===== src/inc/uasm_consts.svh =====
// Purpose: register offsets, field values and timing counts of the UART block
// Assumes: byte addresses on a 32-bit AHB-Lite bus, one register per word
// Notes: control field positions follow the packed control struct in the package
`ifndef UASM_CONSTS_SVH
`define UASM_CONSTS_SVH

// Register byte offsets
`define UASM_OFS_CTRL 8'h00
`define UASM_OFS_BAUD 8'h04
`define UASM_OFS_TXD 8'h08
`define UASM_OFS_RXD 8'h0C
`define UASM_OFS_STAT 8'h10
`define UASM_OFS_IRQ 8'h14
`define UASM_OFS_MASK 8'h18

// Reset values
`define UASM_CTRL_W 18
`define UASM_CTRL_RST 18'h00000
`define UASM_BAUD_RST 8'h00
`define UASM_IRQ_RST 4'h0

// Interrupt status bit positions
`define UASM_IRQ_TX 0
`define UASM_IRQ_RX 1
`define UASM_IRQ_OVR 2
`define UASM_IRQ_FRM 3
`define UASM_IRQ_W 4

// Field encodings
`define UASM_FLOW_CTS 2'h1
`define UASM_FLOW_RTS 2'h2
`define UASM_PAR_NONE 2'h0
`define UASM_PAR_ODD 2'h1
`define UASM_LEN_9 2'h2

// Prescaler masks for the divide-by-1, 2, 8 and 32 taps
`define UASM_PRE_M1 5'h00
`define UASM_PRE_M2 5'h01
`define UASM_PRE_M8 5'h07
`define UASM_PRE_M32 5'h1F

// Oversampling: sixteen ticks per bit
`define UASM_OVS_LAST 4'hF
`define UASM_OVS_MID 4'h7
`define UASM_NBITS_MIN 4'h7
`define UASM_NBITS_MAX 4'h9

`endif


===== src/inc/uasm_pkg.sv =====
// Purpose: shared types of the UART block
// Assumes: nothing beyond the constants header
// Notes: control struct is laid out LSB last, matching the control register
package uasm_pkg;

    // Control register, bit 0 is tx_enable_bit
    typedef struct packed {
        logic open_drain;
        logic split_cts_rts;
        logic tx_irq_source_select;
        logic pin_inv;
        logic data_inv;
        logic msb_first;
        logic two_stop;
        logic [1:0] parity;
        logic [1:0] char_len;
        logic [1:0] flow;
        logic [1:0] pre_sel;
        logic clock_source_select;
        logic rx_enable_bit;
        logic tx_enable_bit;
    } uasm_ctrl_t;

    // Latched AHB address phase
    typedef struct packed {
        logic vld;
        logic wr;
        logic [7:0] ofs;
    } uasm_ahb_ph_t;

    typedef enum logic [2:0] {TX_IDLE, TX_START, TX_DATA, TX_PAR, TX_STOP} uasm_tx_st_t;
    typedef enum logic [1:0] {RX_IDLE, RX_START, RX_BITS} uasm_rx_st_t;

endpackage


===== src/uasm_baud.sv =====
// Purpose: 16x oversampling tick from prescaled or external clock
// Assumes: ext_lvl is already synchronised to clk
// Notes: tick rate is source / (divisor + 1), i.e. bit rate source / 16(n+1)
`timescale 1ns/10ps
`include "uasm_consts.svh"
module uasm_baud import uasm_pkg::*; (
    // Clock and reset
    input wire logic clk,
    input wire logic rstn,
    // Source and divisor
    input wire logic clock_source_select,
    input wire logic [1:0] pre_sel,
    input wire logic ext_lvl,
    input wire logic [7:0] divisor,
    // Oversampling tick
    output logic tick16
);
    logic [4:0] pre_q;
    logic ext_q;
    logic [7:0] div_q;
    logic [4:0] pre_mask;
    logic src_en;

    // Prescaler tap select
    always_comb begin
        case (pre_sel)
            2'h0: pre_mask = `UASM_PRE_M1;
            2'h1: pre_mask = `UASM_PRE_M2;
            2'h2: pre_mask = `UASM_PRE_M8;
            default: pre_mask = `UASM_PRE_M32;
        endcase
    end

    // Internal taps or rising edges of the external clock feed the divider
    assign src_en = clock_source_select ? (ext_lvl & ~ext_q) : ((pre_q & pre_mask) == pre_mask);

    // Free running prescaler and edge history
    always_ff @(posedge clk or negedge rstn) begin
        if (!rstn) begin
            pre_q <= 5'h00;
            ext_q <= 1'b0;
        end else begin
            pre_q <= 5'(pre_q + 5'h01);
            ext_q <= ext_lvl;
        end
    end

    // Reload divider; new divisor takes effect at the next reload
    always_ff @(posedge clk or negedge rstn) begin
        if (!rstn) begin
            div_q <= 8'h00;
            tick16 <= 1'b0;
        end else begin
            tick16 <= src_en && (div_q == 8'h00);
            if (src_en) begin
                div_q <= (div_q == 8'h00) ? divisor : 8'(div_q - 8'h01);
            end
        end
    end
endmodule


===== src/uasm_top.sv =====
// Purpose: asynchronous serial channel with AHB-Lite registers
// Assumes: 40 MHz clk; serial pins and external clock are asynchronous
// Notes: registers at CTRL 00, BAUD 04, TXD 08, RXD 0C, STAT 10, IRQ 14, MASK 18
`timescale 1ns/10ps
`include "uasm_consts.svh"
module uasm_top import uasm_pkg::*; (
    // Clock and reset
    input wire logic clk,
    input wire logic rstn,
    // AHB-Lite slave
    input wire logic hsel,
    input wire logic [31:0] haddr,
    input wire logic [1:0] htrans,
    input wire logic hwrite,
    input wire logic [2:0] hsize,
    input wire logic [31:0] hwdata,
    input wire logic hready,
    output logic hreadyout,
    output logic hresp,
    output logic [31:0] hrdata,
    // Serial pins
    input wire logic serial_in_pin,
    output logic serial_out_pin_o,
    output logic serial_out_pin_oe_n,
    input wire logic serial_clock_pin,
    // Flow control pins
    input wire logic cts_rts_pin_i,
    output logic cts_rts_pin_o,
    output logic cts_rts_pin_oe_n,
    input wire logic cts_sep_pin_n,
    // Interrupt
    output logic irq
);
    uasm_ctrl_t ctrl_q;
    uasm_ahb_ph_t ph_q;
    logic [7:0] baud_divisor_reg_q;
    logic [`UASM_IRQ_W-1:0] irq_st_q;
    logic [`UASM_IRQ_W-1:0] irq_mask_q;
    logic [`UASM_IRQ_W-1:0] irq_ev;
    logic [8:0] tx_buffer_reg_q;
    logic [8:0] rx_buffer_reg_q;
    logic tx_full_q;
    logic rx_full_q;
    logic [3:0] sync1_q;
    logic [3:0] sync2_q;
    logic tick;
    logic acc;
    logic rd_rx;
    logic [31:0] rd_mux;
    logic [3:0] nd;
    logic has_par;
    logic [8:0] dmask;
    logic [8:0] inv_m;
    logic cts_on;
    logic rts_on;
    logic cts_ok;
    logic rxl;
    uasm_tx_st_t tx_st_q;
    logic [3:0] tx_cnt_q;
    logic [3:0] tx_bit_q;
    logic [8:0] tx_sr_q;
    logic tx_par_q;
    logic txd_q;
    logic tx_go;
    logic tx_end;
    logic tx_fin;
    logic [8:0] tx_seq;
    uasm_rx_st_t rx_st_q;
    logic [3:0] rx_cnt_q;
    logic [3:0] rx_left_q;
    logic [3:0] rx_idx_q;
    logic [8:0] rx_sr_q;
    logic rx_bad_q;
    logic rx_ovr_q;
    logic rx_mid;
    logic rx_end;
    logic rx_fin;
    logic [8:0] rx_word;

    // Order bits as they travel on the line; same mapping both ways
    function automatic logic [8:0] uasm_order(input logic [8:0] d, input logic [3:0] n, input logic msb);
        logic [8:0] r;
        int j;
        r = d;
        if (msb) begin
            for (int i = 0; i < 9; i++) begin
                j = int'(n) - 1 - i;
                r[i] = (j >= 0) ? d[j[3:0]] : 1'b0;
            end
        end
        return r;
    endfunction

    // Data phase write hit
    function automatic logic wr_hit(input uasm_ahb_ph_t p, input logic [7:0] o);
        return p.vld && p.wr && (p.ofs == o);
    endfunction

    // Frame shape from control
    assign nd = (ctrl_q.char_len == 2'h3) ? `UASM_NBITS_MAX : 4'(`UASM_NBITS_MIN + {2'h0, ctrl_q.char_len});
    assign has_par = (ctrl_q.parity != `UASM_PAR_NONE);
    assign dmask = 9'h1FF >> (`UASM_NBITS_MAX - nd);
    assign inv_m = {9{ctrl_q.data_inv}};

    // Pin synchronisers: rx data, ext clock, shared CTS, separate CTS
    always_ff @(posedge clk or negedge rstn) begin
        if (!rstn) begin
            sync1_q <= 4'hF;
            sync2_q <= 4'hF;
        end else begin
            sync1_q <= {cts_sep_pin_n, cts_rts_pin_i, serial_clock_pin, serial_in_pin};
            sync2_q <= sync1_q;
        end
    end

    assign rxl = sync2_q[0] ^ ctrl_q.pin_inv;
    // Split mode runs both functions, CTS on its own pin
    assign cts_on = (ctrl_q.flow == `UASM_FLOW_CTS) || ctrl_q.split_cts_rts;
    assign rts_on = (ctrl_q.flow == `UASM_FLOW_RTS) || ctrl_q.split_cts_rts;
    assign cts_ok = !cts_on || !(ctrl_q.split_cts_rts ? sync2_q[3] : sync2_q[2]);

    uasm_baud u_baud (
        .clk(clk),
        .rstn(rstn),
        .clock_source_select(ctrl_q.clock_source_select),
        .pre_sel(ctrl_q.pre_sel),
        .ext_lvl(sync2_q[1]),
        .divisor(baud_divisor_reg_q),
        .tick16(tick)
    );

    // Zero wait state slave, always OKAY
    assign hreadyout = 1'b1;
    assign hresp = 1'b0;
    assign acc = hsel && htrans[1] && hready;
    assign rd_rx = acc && !hwrite && (haddr[7:0] == `UASM_OFS_RXD);

    // Read mux; unmapped offsets read zero
    always_comb begin
        case (haddr[7:0])
            `UASM_OFS_CTRL: rd_mux = {14'h0000, ctrl_q};
            `UASM_OFS_BAUD: rd_mux = {24'h000000, baud_divisor_reg_q};
            `UASM_OFS_TXD: rd_mux = {23'h000000, tx_buffer_reg_q};
            `UASM_OFS_RXD: rd_mux = {23'h000000, rx_buffer_reg_q};
            `UASM_OFS_STAT: rd_mux = {28'h0000000, rx_st_q != RX_IDLE, tx_st_q != TX_IDLE, rx_full_q, !tx_full_q};
            `UASM_OFS_IRQ: rd_mux = {28'h0000000, irq_st_q};
            `UASM_OFS_MASK: rd_mux = {28'h0000000, irq_mask_q};
            default: rd_mux = 32'h00000000;
        endcase
    end

    // Address phase capture; read data sampled here so it stands in the data phase
    always_ff @(posedge clk or negedge rstn) begin
        if (!rstn) begin
            ph_q <= '0;
            hrdata <= 32'h00000000;
        end else begin
            ph_q <= '{vld: acc, wr: hwrite, ofs: haddr[7:0]};
            hrdata <= (acc && !hwrite) ? rd_mux : 32'h00000000;
        end
    end

    // Configuration registers
    always_ff @(posedge clk or negedge rstn) begin
        if (!rstn) begin
            ctrl_q <= uasm_ctrl_t'(`UASM_CTRL_RST);
            baud_divisor_reg_q <= `UASM_BAUD_RST;
            irq_mask_q <= `UASM_IRQ_RST;
        end else begin
            if (wr_hit(ph_q, `UASM_OFS_CTRL)) begin
                ctrl_q <= uasm_ctrl_t'(hwdata[`UASM_CTRL_W-1:0]);
            end
            if (wr_hit(ph_q, `UASM_OFS_BAUD)) begin
                baud_divisor_reg_q <= hwdata[7:0];
            end
            if (wr_hit(ph_q, `UASM_OFS_MASK)) begin
                irq_mask_q <= hwdata[`UASM_IRQ_W-1:0];
            end
        end
    end

    // Transmit buffer; a write in the load cycle wins so it is not lost
    always_ff @(posedge clk or negedge rstn) begin
        if (!rstn) begin
            tx_buffer_reg_q <= 9'h000;
            tx_full_q <= 1'b0;
        end else if (wr_hit(ph_q, `UASM_OFS_TXD)) begin
            tx_buffer_reg_q <= hwdata[8:0];
            tx_full_q <= 1'b1;
        end else if (tx_go) begin
            tx_full_q <= 1'b0;
        end
    end

    // Transmit start and bit timing
    assign tx_go = (tx_st_q == TX_IDLE) && ctrl_q.tx_enable_bit && tx_full_q && cts_ok;
    assign tx_end = tick && (tx_cnt_q == `UASM_OVS_LAST);
    assign tx_fin = (tx_st_q == TX_STOP) && tx_end && (tx_bit_q == 4'h0);
    assign tx_seq = uasm_order((tx_buffer_reg_q ^ inv_m) & dmask, nd, ctrl_q.msb_first);

    // Transmit shifter; line level kept high outside start, data and parity
    always_ff @(posedge clk or negedge rstn) begin
        if (!rstn) begin
            tx_st_q <= TX_IDLE;
            tx_cnt_q <= 4'h0;
            tx_bit_q <= 4'h0;
            tx_sr_q <= 9'h000;
            tx_par_q <= 1'b0;
            txd_q <= 1'b1;
        end else if (tx_go) begin
            tx_st_q <= TX_START;
            tx_cnt_q <= 4'h0;
            tx_sr_q <= tx_seq;
            tx_par_q <= (^tx_seq) ^ (ctrl_q.parity == `UASM_PAR_ODD);
            txd_q <= 1'b0;
        end else if (tx_st_q != TX_IDLE && tick) begin
            tx_cnt_q <= 4'(tx_cnt_q + 4'h1);
            if (tx_end) begin
                case (tx_st_q)
                    TX_START: begin
                        tx_st_q <= TX_DATA;
                        txd_q <= tx_sr_q[0];
                        tx_sr_q <= tx_sr_q >> 1;
                        tx_bit_q <= 4'(nd - 4'h1);
                    end
                    TX_DATA: begin
                        if (tx_bit_q != 4'h0) begin
                            txd_q <= tx_sr_q[0];
                            tx_sr_q <= tx_sr_q >> 1;
                            tx_bit_q <= 4'(tx_bit_q - 4'h1);
                        end else if (has_par) begin
                            tx_st_q <= TX_PAR;
                            txd_q <= tx_par_q;
                        end else begin
                            tx_st_q <= TX_STOP;
                            txd_q <= 1'b1;
                            tx_bit_q <= {3'h0, ctrl_q.two_stop};
                        end
                    end
                    TX_PAR: begin
                        tx_st_q <= TX_STOP;
                        txd_q <= 1'b1;
                        tx_bit_q <= {3'h0, ctrl_q.two_stop};
                    end
                    TX_STOP: begin
                        if (tx_bit_q != 4'h0) begin
                            tx_bit_q <= 4'(tx_bit_q - 4'h1);
                        end else begin
                            tx_st_q <= TX_IDLE;
                        end
                    end
                    default: tx_st_q <= TX_IDLE;
                endcase
            end
        end
    end

    // Receive timing
    assign rx_mid = tick && (rx_cnt_q == `UASM_OVS_MID);
    assign rx_end = tick && (rx_cnt_q == `UASM_OVS_LAST);
    // Finish at mid last stop so a back-to-back start is not missed
    assign rx_fin = (rx_st_q == RX_BITS) && rx_mid && (rx_left_q == 4'h1);
    assign rx_word = uasm_order(rx_sr_q, nd, ctrl_q.msb_first) & dmask ^ (inv_m & dmask);

    // Receive shifter
    always_ff @(posedge clk or negedge rstn) begin
        if (!rstn) begin
            rx_st_q <= RX_IDLE;
            rx_cnt_q <= 4'h0;
            rx_left_q <= 4'h0;
            rx_idx_q <= 4'h0;
            rx_sr_q <= 9'h000;
            rx_bad_q <= 1'b0;
            rx_ovr_q <= 1'b0;
        end else begin
            case (rx_st_q)
                RX_IDLE: begin
                    if (ctrl_q.rx_enable_bit && !rxl) begin
                        rx_st_q <= RX_START;
                        rx_cnt_q <= 4'h0;
                    end
                end
                RX_START: begin
                    if (tick) begin
                        rx_cnt_q <= 4'(rx_cnt_q + 4'h1);
                    end
                    if (rx_mid && rxl) begin
                        rx_st_q <= RX_IDLE;
                    end else if (rx_end) begin
                        rx_st_q <= RX_BITS;
                        rx_left_q <= 4'(nd + {3'h0, has_par} + 4'h1 + {3'h0, ctrl_q.two_stop});
                        rx_idx_q <= 4'h0;
                        rx_sr_q <= 9'h000;
                        rx_bad_q <= 1'b0;
                        rx_ovr_q <= 1'b0;
                    end
                end
                RX_BITS: begin
                    if (tick) begin
                        rx_cnt_q <= 4'(rx_cnt_q + 4'h1);
                    end
                    if (rx_mid) begin
                        if (rx_idx_q < nd) begin
                            rx_sr_q[rx_idx_q] <= rxl;
                            rx_idx_q <= 4'(rx_idx_q + 4'h1);
                        end else if (rx_left_q <= {3'h0, ctrl_q.two_stop} + 4'h1 && !rxl) begin
                            rx_bad_q <= 1'b1;
                        end
                        if (rx_fin) begin
                            rx_st_q <= RX_IDLE;
                        end
                    end
                    if (rx_end) begin
                        rx_left_q <= 4'(rx_left_q - 4'h1);
                        if (rx_left_q == 4'h2 && rx_full_q) begin
                            rx_ovr_q <= 1'b1;
                        end
                    end
                end
                default: rx_st_q <= RX_IDLE;
            endcase
        end
    end

    // Receive buffer; overrun leaves the old word in place
    always_ff @(posedge clk or negedge rstn) begin
        if (!rstn) begin
            rx_buffer_reg_q <= 9'h000;
            rx_full_q <= 1'b0;
        end else if (rx_fin && !rx_ovr_q) begin
            rx_buffer_reg_q <= rx_word;
            rx_full_q <= 1'b1;
        end else if (rd_rx) begin
            rx_full_q <= 1'b0;
        end
    end

    // Events into sticky status
    assign irq_ev[`UASM_IRQ_TX] = ctrl_q.tx_irq_source_select ? tx_fin : tx_go;
    assign irq_ev[`UASM_IRQ_RX] = rx_fin && !rx_ovr_q;
    assign irq_ev[`UASM_IRQ_OVR] = rx_fin && rx_ovr_q;
    assign irq_ev[`UASM_IRQ_FRM] = rx_fin && (rx_bad_q || !rxl);

    // Write-one-to-clear; a same-cycle event wins
    always_ff @(posedge clk or negedge rstn) begin
        if (!rstn) begin
            irq_st_q <= `UASM_IRQ_RST;
        end else if (wr_hit(ph_q, `UASM_OFS_IRQ)) begin
            irq_st_q <= (irq_st_q & ~hwdata[`UASM_IRQ_W-1:0]) | irq_ev;
        end else begin
            irq_st_q <= irq_st_q | irq_ev;
        end
    end

    // Pin drivers; open-drain releases the pin for a high level
    always_ff @(posedge clk or negedge rstn) begin
        if (!rstn) begin
            serial_out_pin_o <= 1'b1;
            serial_out_pin_oe_n <= 1'b1;
            cts_rts_pin_o <= 1'b1;
            cts_rts_pin_oe_n <= 1'b1;
            irq <= 1'b0;
        end else begin
            serial_out_pin_o <= txd_q ^ ctrl_q.pin_inv;
            serial_out_pin_oe_n <= ctrl_q.open_drain && (txd_q ^ ctrl_q.pin_inv);
            cts_rts_pin_o <= !(ctrl_q.rx_enable_bit && !rx_full_q);
            cts_rts_pin_oe_n <= !rts_on;
            irq <= |(irq_st_q & irq_mask_q);
        end
    end
endmodule


===== config.mk =====
export PLATFORM = sky130hd
export DESIGN_NAME = uasm_top
export DESIGN_NICKNAME = d
export VERILOG_FILES = /design/src/inc/uasm_pkg.sv /design/src/uasm_baud.sv /design/src/uasm_top.sv
export VERILOG_INCLUDE_DIRS = /design/src /design/src/inc
export SDC_FILE = /design/constraint.sdc
export NUM_CORES = 1
export LEC_CHECK = 0
export ABC_AREA = 0
export BUFFER_PORTS_ARGS = -buffer_cell sky130_fd_sc_hd__buf_2
export CAP_MARGIN = 40
export CORE_MARGIN = 4
export CORE_UTILIZATION = 34
export CTS_CLUSTER_SIZE = 10
export DETAILED_ROUTE_END_ITERATION = 10
export GPL_TIMING_DRIVEN = 0
export PLACE_DENSITY = 0.54
export SLEW_MARGIN = 30
export SYNTH_ARGS = -nofsm -noshare
export SYNTH_HDL_FRONTEND = slang
export SYNTH_HIERARCHICAL = 1
export SYNTH_SLANG_ARGS = --single-unit

===== constraint.sdc =====
create_clock -name clk -period 5.45 [get_ports clk]
set_clock_uncertainty 0.15 [all_clocks]
set_input_delay 0.2725 -clock clk [delete_from_list [all_inputs] [get_ports clk]]
set_output_delay 0.2725 -clock clk [all_outputs]
set_load 0.05 [all_outputs]

==> flow_summary.yaml, run 1 <==
outcome:
  status: "complete, no violations"
synthesis:
  synth_top_flop_cell: "dfrtp_1"
  synth_edf_count: 0
  async_reset_ff_frac: 1.00
  ys_ff_latch: 157
  synth_warnings: 6
  synth_top_area_share: 0.407
  ys_seq_area_frac: 0.445
  yosys-top-cells-area: "dfrtp_1 41%, ha_1 5.4%, mux2_2 4.6%"
  syn_avg_cell_area_sq_um: 9.84
  synth.cell_area_sq_mm: 0.00886
  ys_types: 71
  synthCells: 900
  yosys.area.top_type: "dfrtp_1"
power_and_ir_drop:
  internal_power_mw: 2.22
  switching_share: 0.317
  clockPowerShare: 0.367
  ir_drop_v: 0.000234
  seqPwrFrac: 0.415
  power_frac_comb: 0.219
  power.density_mw_per_mm2: 307
  leakagePower_nw: 4.79
  switching_power_mw: 1.03
die:
  die-area_sq_mm: 0.0287
  rows: 58
  io_pins: 117
  dieHeight_um: 169
  start_util: 0.349
  die_w_um: 169
  core_area_sq_mm: 0.0254
global_routing:
  grt_usage: 0.165
  grt_pass1_wl_mm: 37.8
  grt_max_degree: 70
  antenna_found_initial: 0
  grt.overflow.total: 0
  first_global_vias: 6876
timing:
  finalMaxSlewViolations: 0
  min_period_over_period: 0.921
  fmax_ghz: 0.199
  rsz0062_at_grt: "false"
  slew_headroom: 0.514
  finalHoldViolCount: 0
  min_period_ns: 5.02
  tightest_slew_ns: 0.730
  finalSetupViolCount: 0
  setup-tns-final_ns: 0
setup_path:
  cp-end-kind: "flip-flop"
  crit_arrival_ns: 5.22
  crit_slowest_cell: "clkinv_1"
  cp-start-kind: "flip-flop"
  max_stage_delay_ns: 0.53
  cp_max_fo: 11
  worstPathRequired_ns: 5.65
  worstPathCellList: "buf_2 -> nand2b_2 -> inv_2 -> clkbuf_2 -> ha_1 -> clkbuf_1 -> clkinv_1 -> ha_1 -> a21boi_0 -> xnor2_1 -> nand2_1 -> o22ai_1 -> xnor3_1 -> xnor3_1 -> o21ai_1"
  worst-setup-path-type: "reg -> reg"
drt:
  antenna_left: 0
  vias: 6972
  wl_mm: 23.3
  drt_iter0_markers: 454
  firstDrtPassIters: 5
  vias_per_cell: 5.10
  drc: 0
  post_drt_wl_per_cell_um: 17.1
hold_path:
  min_path_type: "in -> reg"
clocking:
  clkTransAtPathRegs_ns: 0.06
  cts_sinks: 157
  clk_path_buf_depth: 2
  cts_tree: "yes"
  clk-insertion-delay-late_ns: 0.43
  cts-htree-levels: 4
  numCtsBuffers: 17
  cts-root-buf: "clkbuf_16"
  postCtsSetupBuffers: 0
placement:
  port_buffers: 58
  placed_area_sq_mm: 0.00968
  gp_congestion: 0.876
  dp.final_hpwl_mm: 17.2
cells_and_area:
  antenna_cells: 0
  area_growth_pct: 19.3
  drive_above_1_share: 0.181
  fin_nets: 1141
  finalInstanceArea_sq_mm: 0.0106
run:
  maxCapViolCount: 0
==> power by group through the flow <==
stage               logic (mW)  clock network, mW  registers (mW)
CTS                      0.710               1.22            1.35
finish                   0.709               1.19            1.35
global placement         0.676                  0            1.37
global route             0.797               1.27            1.36
detailed placement       0.690                  0            1.37
floorplan                0.510                  0            1.34
==> worst paths after layout <==
path	slack, ns	from	to	cells past startpoint
worst max-delay path	0.43	ctrl_q[7]	tx_par_q	15
worst min-delay path	0.04	hwdata[3]	ctrl_q[3]	3
worst max register to register	0.43	ctrl_q[7]	tx_par_q	15
worst min register to register	0.21	sync1_q[0]	sync2_q[0]	0
max in group asynchronous	4.06	rstn	serial_out_pin_o	4
min in group asynchronous	0.10	rstn	rx_cnt_q[0]	2
==> what timing repair did <==
action,CTS,global route
endpoints found under the hold margin,120,0
setup endpoints to repair,0,1
hold buffers,30,0
gates resized for setup,0,2
==> final cells by class <==
| cell class | instances | area (sq um) |
|---|---|---|
| fillers | 2505 | 14800 |
| multi-input cells | 659 | 4520 |
| flip-flops and latches | 157 | 3950 |
| repair buffers | 91 | 663 |
| clock buffers | 20 | 457 |
| well taps | 330 | 413 |
| plain buffers | 56 | 292 |
| inverters | 42 | 158 |
| clock inverters | 12 | 125 |
==> synthesized netlist by cell type, types with 7 or more instances <==
cell,instances
xor2_1,8
dfstp_2,13
nor2b_1,15
xnor2_1,27
mux2i_1,27
and2_1,12
nand2_1,98
a21oi_1,46
nand3_1,20
nor3_1,18
inv_1,36
or3_1,10
clkbuf_1,28
a22o_1,9
nor2_1,65
buf_4,18
nand4_1,7
o31ai_1,7
nand2b_1,12
ha_1,38
o21ai_0,74
mux2_2,36
a31oi_1,8
dfrtp_1,144
mux4_2,11
==> layout by cell type, fill, tap and decap left out, types with 28 or more instances in the layout <==
cell type      netlist  routed
nand2_1             98      98
o21ai_0             74      74
mux2_2              36      36
inv_1               36      36
clkbuf_1            28      28
dfrtp_1            144     144
buf_2                4      61
ha_1                38      38
dlygate4sd3_1        0      30
nor2_1              65      65
a21oi_1             46      46
==> sequential cells by signal, summed over array words and instances (netlist names), 5 cells and up <==
signal / flops
rx_sr_q: 9
hrdata: 18
ph_q: 10
tx_sr_q: 9
baud_divisor_reg_q: 8
rx_buffer_reg_q: 9
u_baud/div_q: 8
u_baud/pre_q: 5
ctrl_q: 18
tx_buffer_reg_q: 9
==> layer usage <==
layer / track usage / up-vias / wire length, um
met5: 0 / - / 0
li1: - / 3406 / -
met4: 0.0455 / 0 / 297
met2: 0.260 / 144 / 10700
met3: 0.0266 / 19 / 879
met1: 0.238 / 3403 / 11500
==> cells by family after synthesis <==
family / Yosys count / synth area share
and+or+nand+nor: 287 / 0.156
AOI/OAI and AO/OA: 205 / 0.145
DFF: 157 / 0.445
buffers and inverters: 98 / 0.0506
muxes: 74 / 0.104
adders and majority gates: 39 / 0.0559
xor gates and xnor gates: 38 / 0.0422
other: 2 / 0.000848
==> per-stage QoR <==
stage | total power, mW | utilization | setup WS (ns) | hold slack [ns] | cells
after detailed placement | 2.06 | 0.381 | 0.211 | -0.0246 | 1304
after floorplan | 1.85 | - | 1.54 | -0.173 | 914
final | 3.25 | 0.416 | 0.432 | 0.0431 | 1367
after global routing | 3.43 | 0.416 | 0.162 | 0.0599 | 1367
after CTS | 3.27 | 0.416 | 0.168 | 0.0396 | 1366
after global placement | 2.04 | 0.378 | 0.178 | 0.196 | 1302
==> critical path: cells and delay by family (launching register included) <==
| family | cells | cell delay [ns] |
|---|---|---|
| AOI/OAI and AO/OA | 3 | 0.54 |
| xor gates and xnor gates | 3 | 1.16 |
| adders and majority gates | 2 | 0.87 |
| buffers and inverters | 5 | 1.61 |
| DFF | 1 | 0.35 |
| and+or+nand+nor | 2 | 0.24 |
Power figures use the tool's default switching activity.
==> run 2, diff against run 1 <==
--- a/config.mk
+++ b/config.mk
@@ -9,6 +9,7 @@
 export ABC_AREA = 0
 export BUFFER_PORTS_ARGS = -buffer_cell sky130_fd_sc_hd__buf_2
 export CAP_MARGIN = 40
+export CORE_ASPECT_RATIO = 1.1
 export CORE_MARGIN = 4
 export CORE_UTILIZATION = 34
 export CTS_CLUSTER_SIZE = 10
==> flow_summary.yaml, run 2 (synthesized netlist as in run 1, its figures left out) <==
timing:
  setup-tns-final_ns: 0
  min_period_ns: 4.94
  timing.hold.ws_ns: 0.0482
  min_period_over_period: 0.906
  finalMaxSlewViolations: 0
  rsz0062_at_grt: "false"
  finalWorstSetupSlack_ns: 0.510
  slew_headroom: 0.430
  finalSetupViolCount: 0
  tightest_slew_ns: 0.849
  fmax_ghz: 0.202
  finalHoldViolCount: 0
setup_path:
  reg2reg_from: "ctrl_q[7]"
  r2r_setup_slack_ns: 0.51
  cp-end-kind: "flip-flop"
  worstPathRequired_ns: 5.65
  cp_max_fo: 11
  max_stage_delay_ns: 0.54
  crit_slowest_cell: "ha_1"
  cp-endpoint: "tx_par_q"
  worst-setup-path-type: "reg -> reg"
  critPathLaunch: "ctrl_q[7]"
  r2r_cells: 15
  crit_arrival_ns: 5.14
  cp-start-kind: "flip-flop"
  worstPathCellList: "buf_2 -> nand2b_2 -> inv_2 -> clkbuf_2 -> ha_1 -> clkbuf_1 -> clkinv_1 -> ha_1 -> a21boi_0 -> xnor2_1 -> nand2_1 -> o22ai_1 -> xnor3_1 -> xnor3_1 -> o21ai_1"
  reg2reg_to: "tx_par_q"
power_and_ir_drop:
  switching_power_mw: 1.08
  internal_power_mw: 2.16
  totalPowerFinal_mw: 3.24
  clockPowerShare: 0.366
  seqPwrFrac: 0.415
  switching_share: 0.333
  power_frac_comb: 0.219
  leakagePower_nw: 4.77
  ir_drop_v: 0.000278
  power.density_mw_per_mm2: 307
global_routing:
  grt_pass1_wl_mm: 37.8
  grt.overflow.total: 0
  grt_use_met2: 0.275
  grt_usage: 0.166
  grt_max_degree: 83
  antenna_found_initial: 0
  globalRouteMet3Util: 0.0238
  grt_use_met1: 0.226
  top_usage_layer: "met2"
  first_global_vias: 6825
cells_and_area:
  nFillCells: 2521
  layout_common_cells: "144 x dfrtp_1, 98 x nand2_1, 74 x o21ai_0"
  area_growth_pct: 19.2
  register_area_sq_mm: 0.00395
  final_common_cell: "dfrtp_1"
  top_regs: "ctrl_q: 18 flops, hrdata: 18 flops, ph_q: 10 flops"
  antenna_cells: 0
  fin_nets: 1139
  drive_above_1_share: 0.181
  multi_input_area_sq_mm: 0.00452
clocking:
  cts-root-buf: "clkbuf_16"
  clk_path_buf_depth: 2
  numCtsBuffers: 17
  postCtsSetupBuffers: 0
  clkTransAtPathRegs_ns: 0.07
  clk-insertion-delay-late_ns: 0.43
  cts_sinks: 157
  cts-htree-levels: 4
  cts_tree: "yes"
drt:
  vias: 7014
  wl_mm: 23.5
  post_drt_wl_per_cell_um: 17.0
  drt_iter0_markers: 517
  drc: 0
  firstDrtPassIters: 5
  antenna_left: 0
  vias_per_cell: 5.08
die:
  core_area_sq_mm: 0.0255
  die_w_um: 162
  start_util: 0.347
  dieHeight_um: 177
  rows: 61
  die-area_sq_mm: 0.0287
  io_pins: 117
hold_path:
  min_path_type: "in -> reg"
placement:
  gp_congestion: 0.846
  dp.final_hpwl_mm: 17.2
  dp_slack_ns: 0.317
  port_buffers: 58
outcome:
  status: "complete, no violations"
run:
  maxCapViolCount: 0
==> run 2: cell types whose count changed in the layout (fill, tap and decap cells not counted) <==
| cell | delta |
|---|---|
| clkbuf_1 | -1 |
| buf_4 | -1 |
| clkinv_2 | -1 |
| clkbuf_8 | -2 |
| clkinvlp_4 | -1 |
| clkinv_8 | +3 |
| bufinv_16 | -1 |
| buf_16 | -1 |
| inv_8 | +2 |
| clkinv_4 | +1 |
==> run 2: worst min-delay path by stage <==
| stage | startpoint | end | slack, ns | cells past startpoint |
|---|---|---|---|---|
| floorplan | rstn | baud_divisor_reg_q[0] | -0.17 | 0 |
| global placement | sync1_q[1] | sync2_q[1] | 0.20 | 0 |
| detailed placement | rstn | rx_cnt_q[2] | 0.15 | 1 |
| CTS | hwdata[3] | ctrl_q[3] | 0.03 | 3 |
| global route | hwdata[3] | ctrl_q[3] | 0.05 | 3 |
| finish | hwdata[3] | irq_mask_q[3] | 0.05 | 3 |
==> run 2: metal layers <==
| metal | share of wire | wire [um] | vias up |
|---|---|---|---|
| met2 | 0.48 | 11200 | 180 |
| met5 | 0 | 0 | - |
| met3 | 0.040 | 946 | 24 |
| met4 | 0.014 | 337 | 0 |
| met1 | 0.47 | 11000 | 3404 |
| li1 | - | - | 3406 |
==> run 2: area by class of cell <==
type	instances	area share
Multi-Input combinational cell	659	0.428
Sequential cell	157	0.374
Timing Repair Buffer	89	0.0595
Tap cell	346	0.0410
Clock buffer	17	0.0403
Buffer	56	0.0276
Clock inverter	15	0.0154
Inverter	42	0.0149
==> run 2: power groups by stage <==
stage	logic, mW	registers (mW)	clock network, mW
after floorplan	0.510	1.34	0
after global placement	0.681	1.37	0
after detailed placement	0.688	1.37	0
after CTS	0.713	1.35	1.22
after global routing	0.793	1.36	1.27
final	0.710	1.35	1.19
==> run 2: what timing repair did <==
item	in CTS	in global routing
hold buffers	30	0
endpoints found under the hold margin	107	0
setup endpoints to repair	0	1
resized for setup	0	2
==> run 2: stage by stage <==
stage | std cells | utilization | cell area, sq um
global route | 1381 | 0.414 | 10600
CTS | 1381 | 0.414 | 10600
finish | 1381 | 0.414 | 10600
global placement | 1318 | 0.378 | 9630
floorplan | 914 | - | 8910
detailed placement | 1319 | 0.379 | 9670
==> run 2: critical path: cells and delay by family, from the launching register on <==
family	cells	cell delay [ns]
xor gates and xnor gates	3	1.03
buffers and inverters	5	1.61
DFF	1	0.35
AOI/OAI and AO/OA	3	0.61
and+or+nand+nor	2	0.22
adders and majority gates	2	0.89
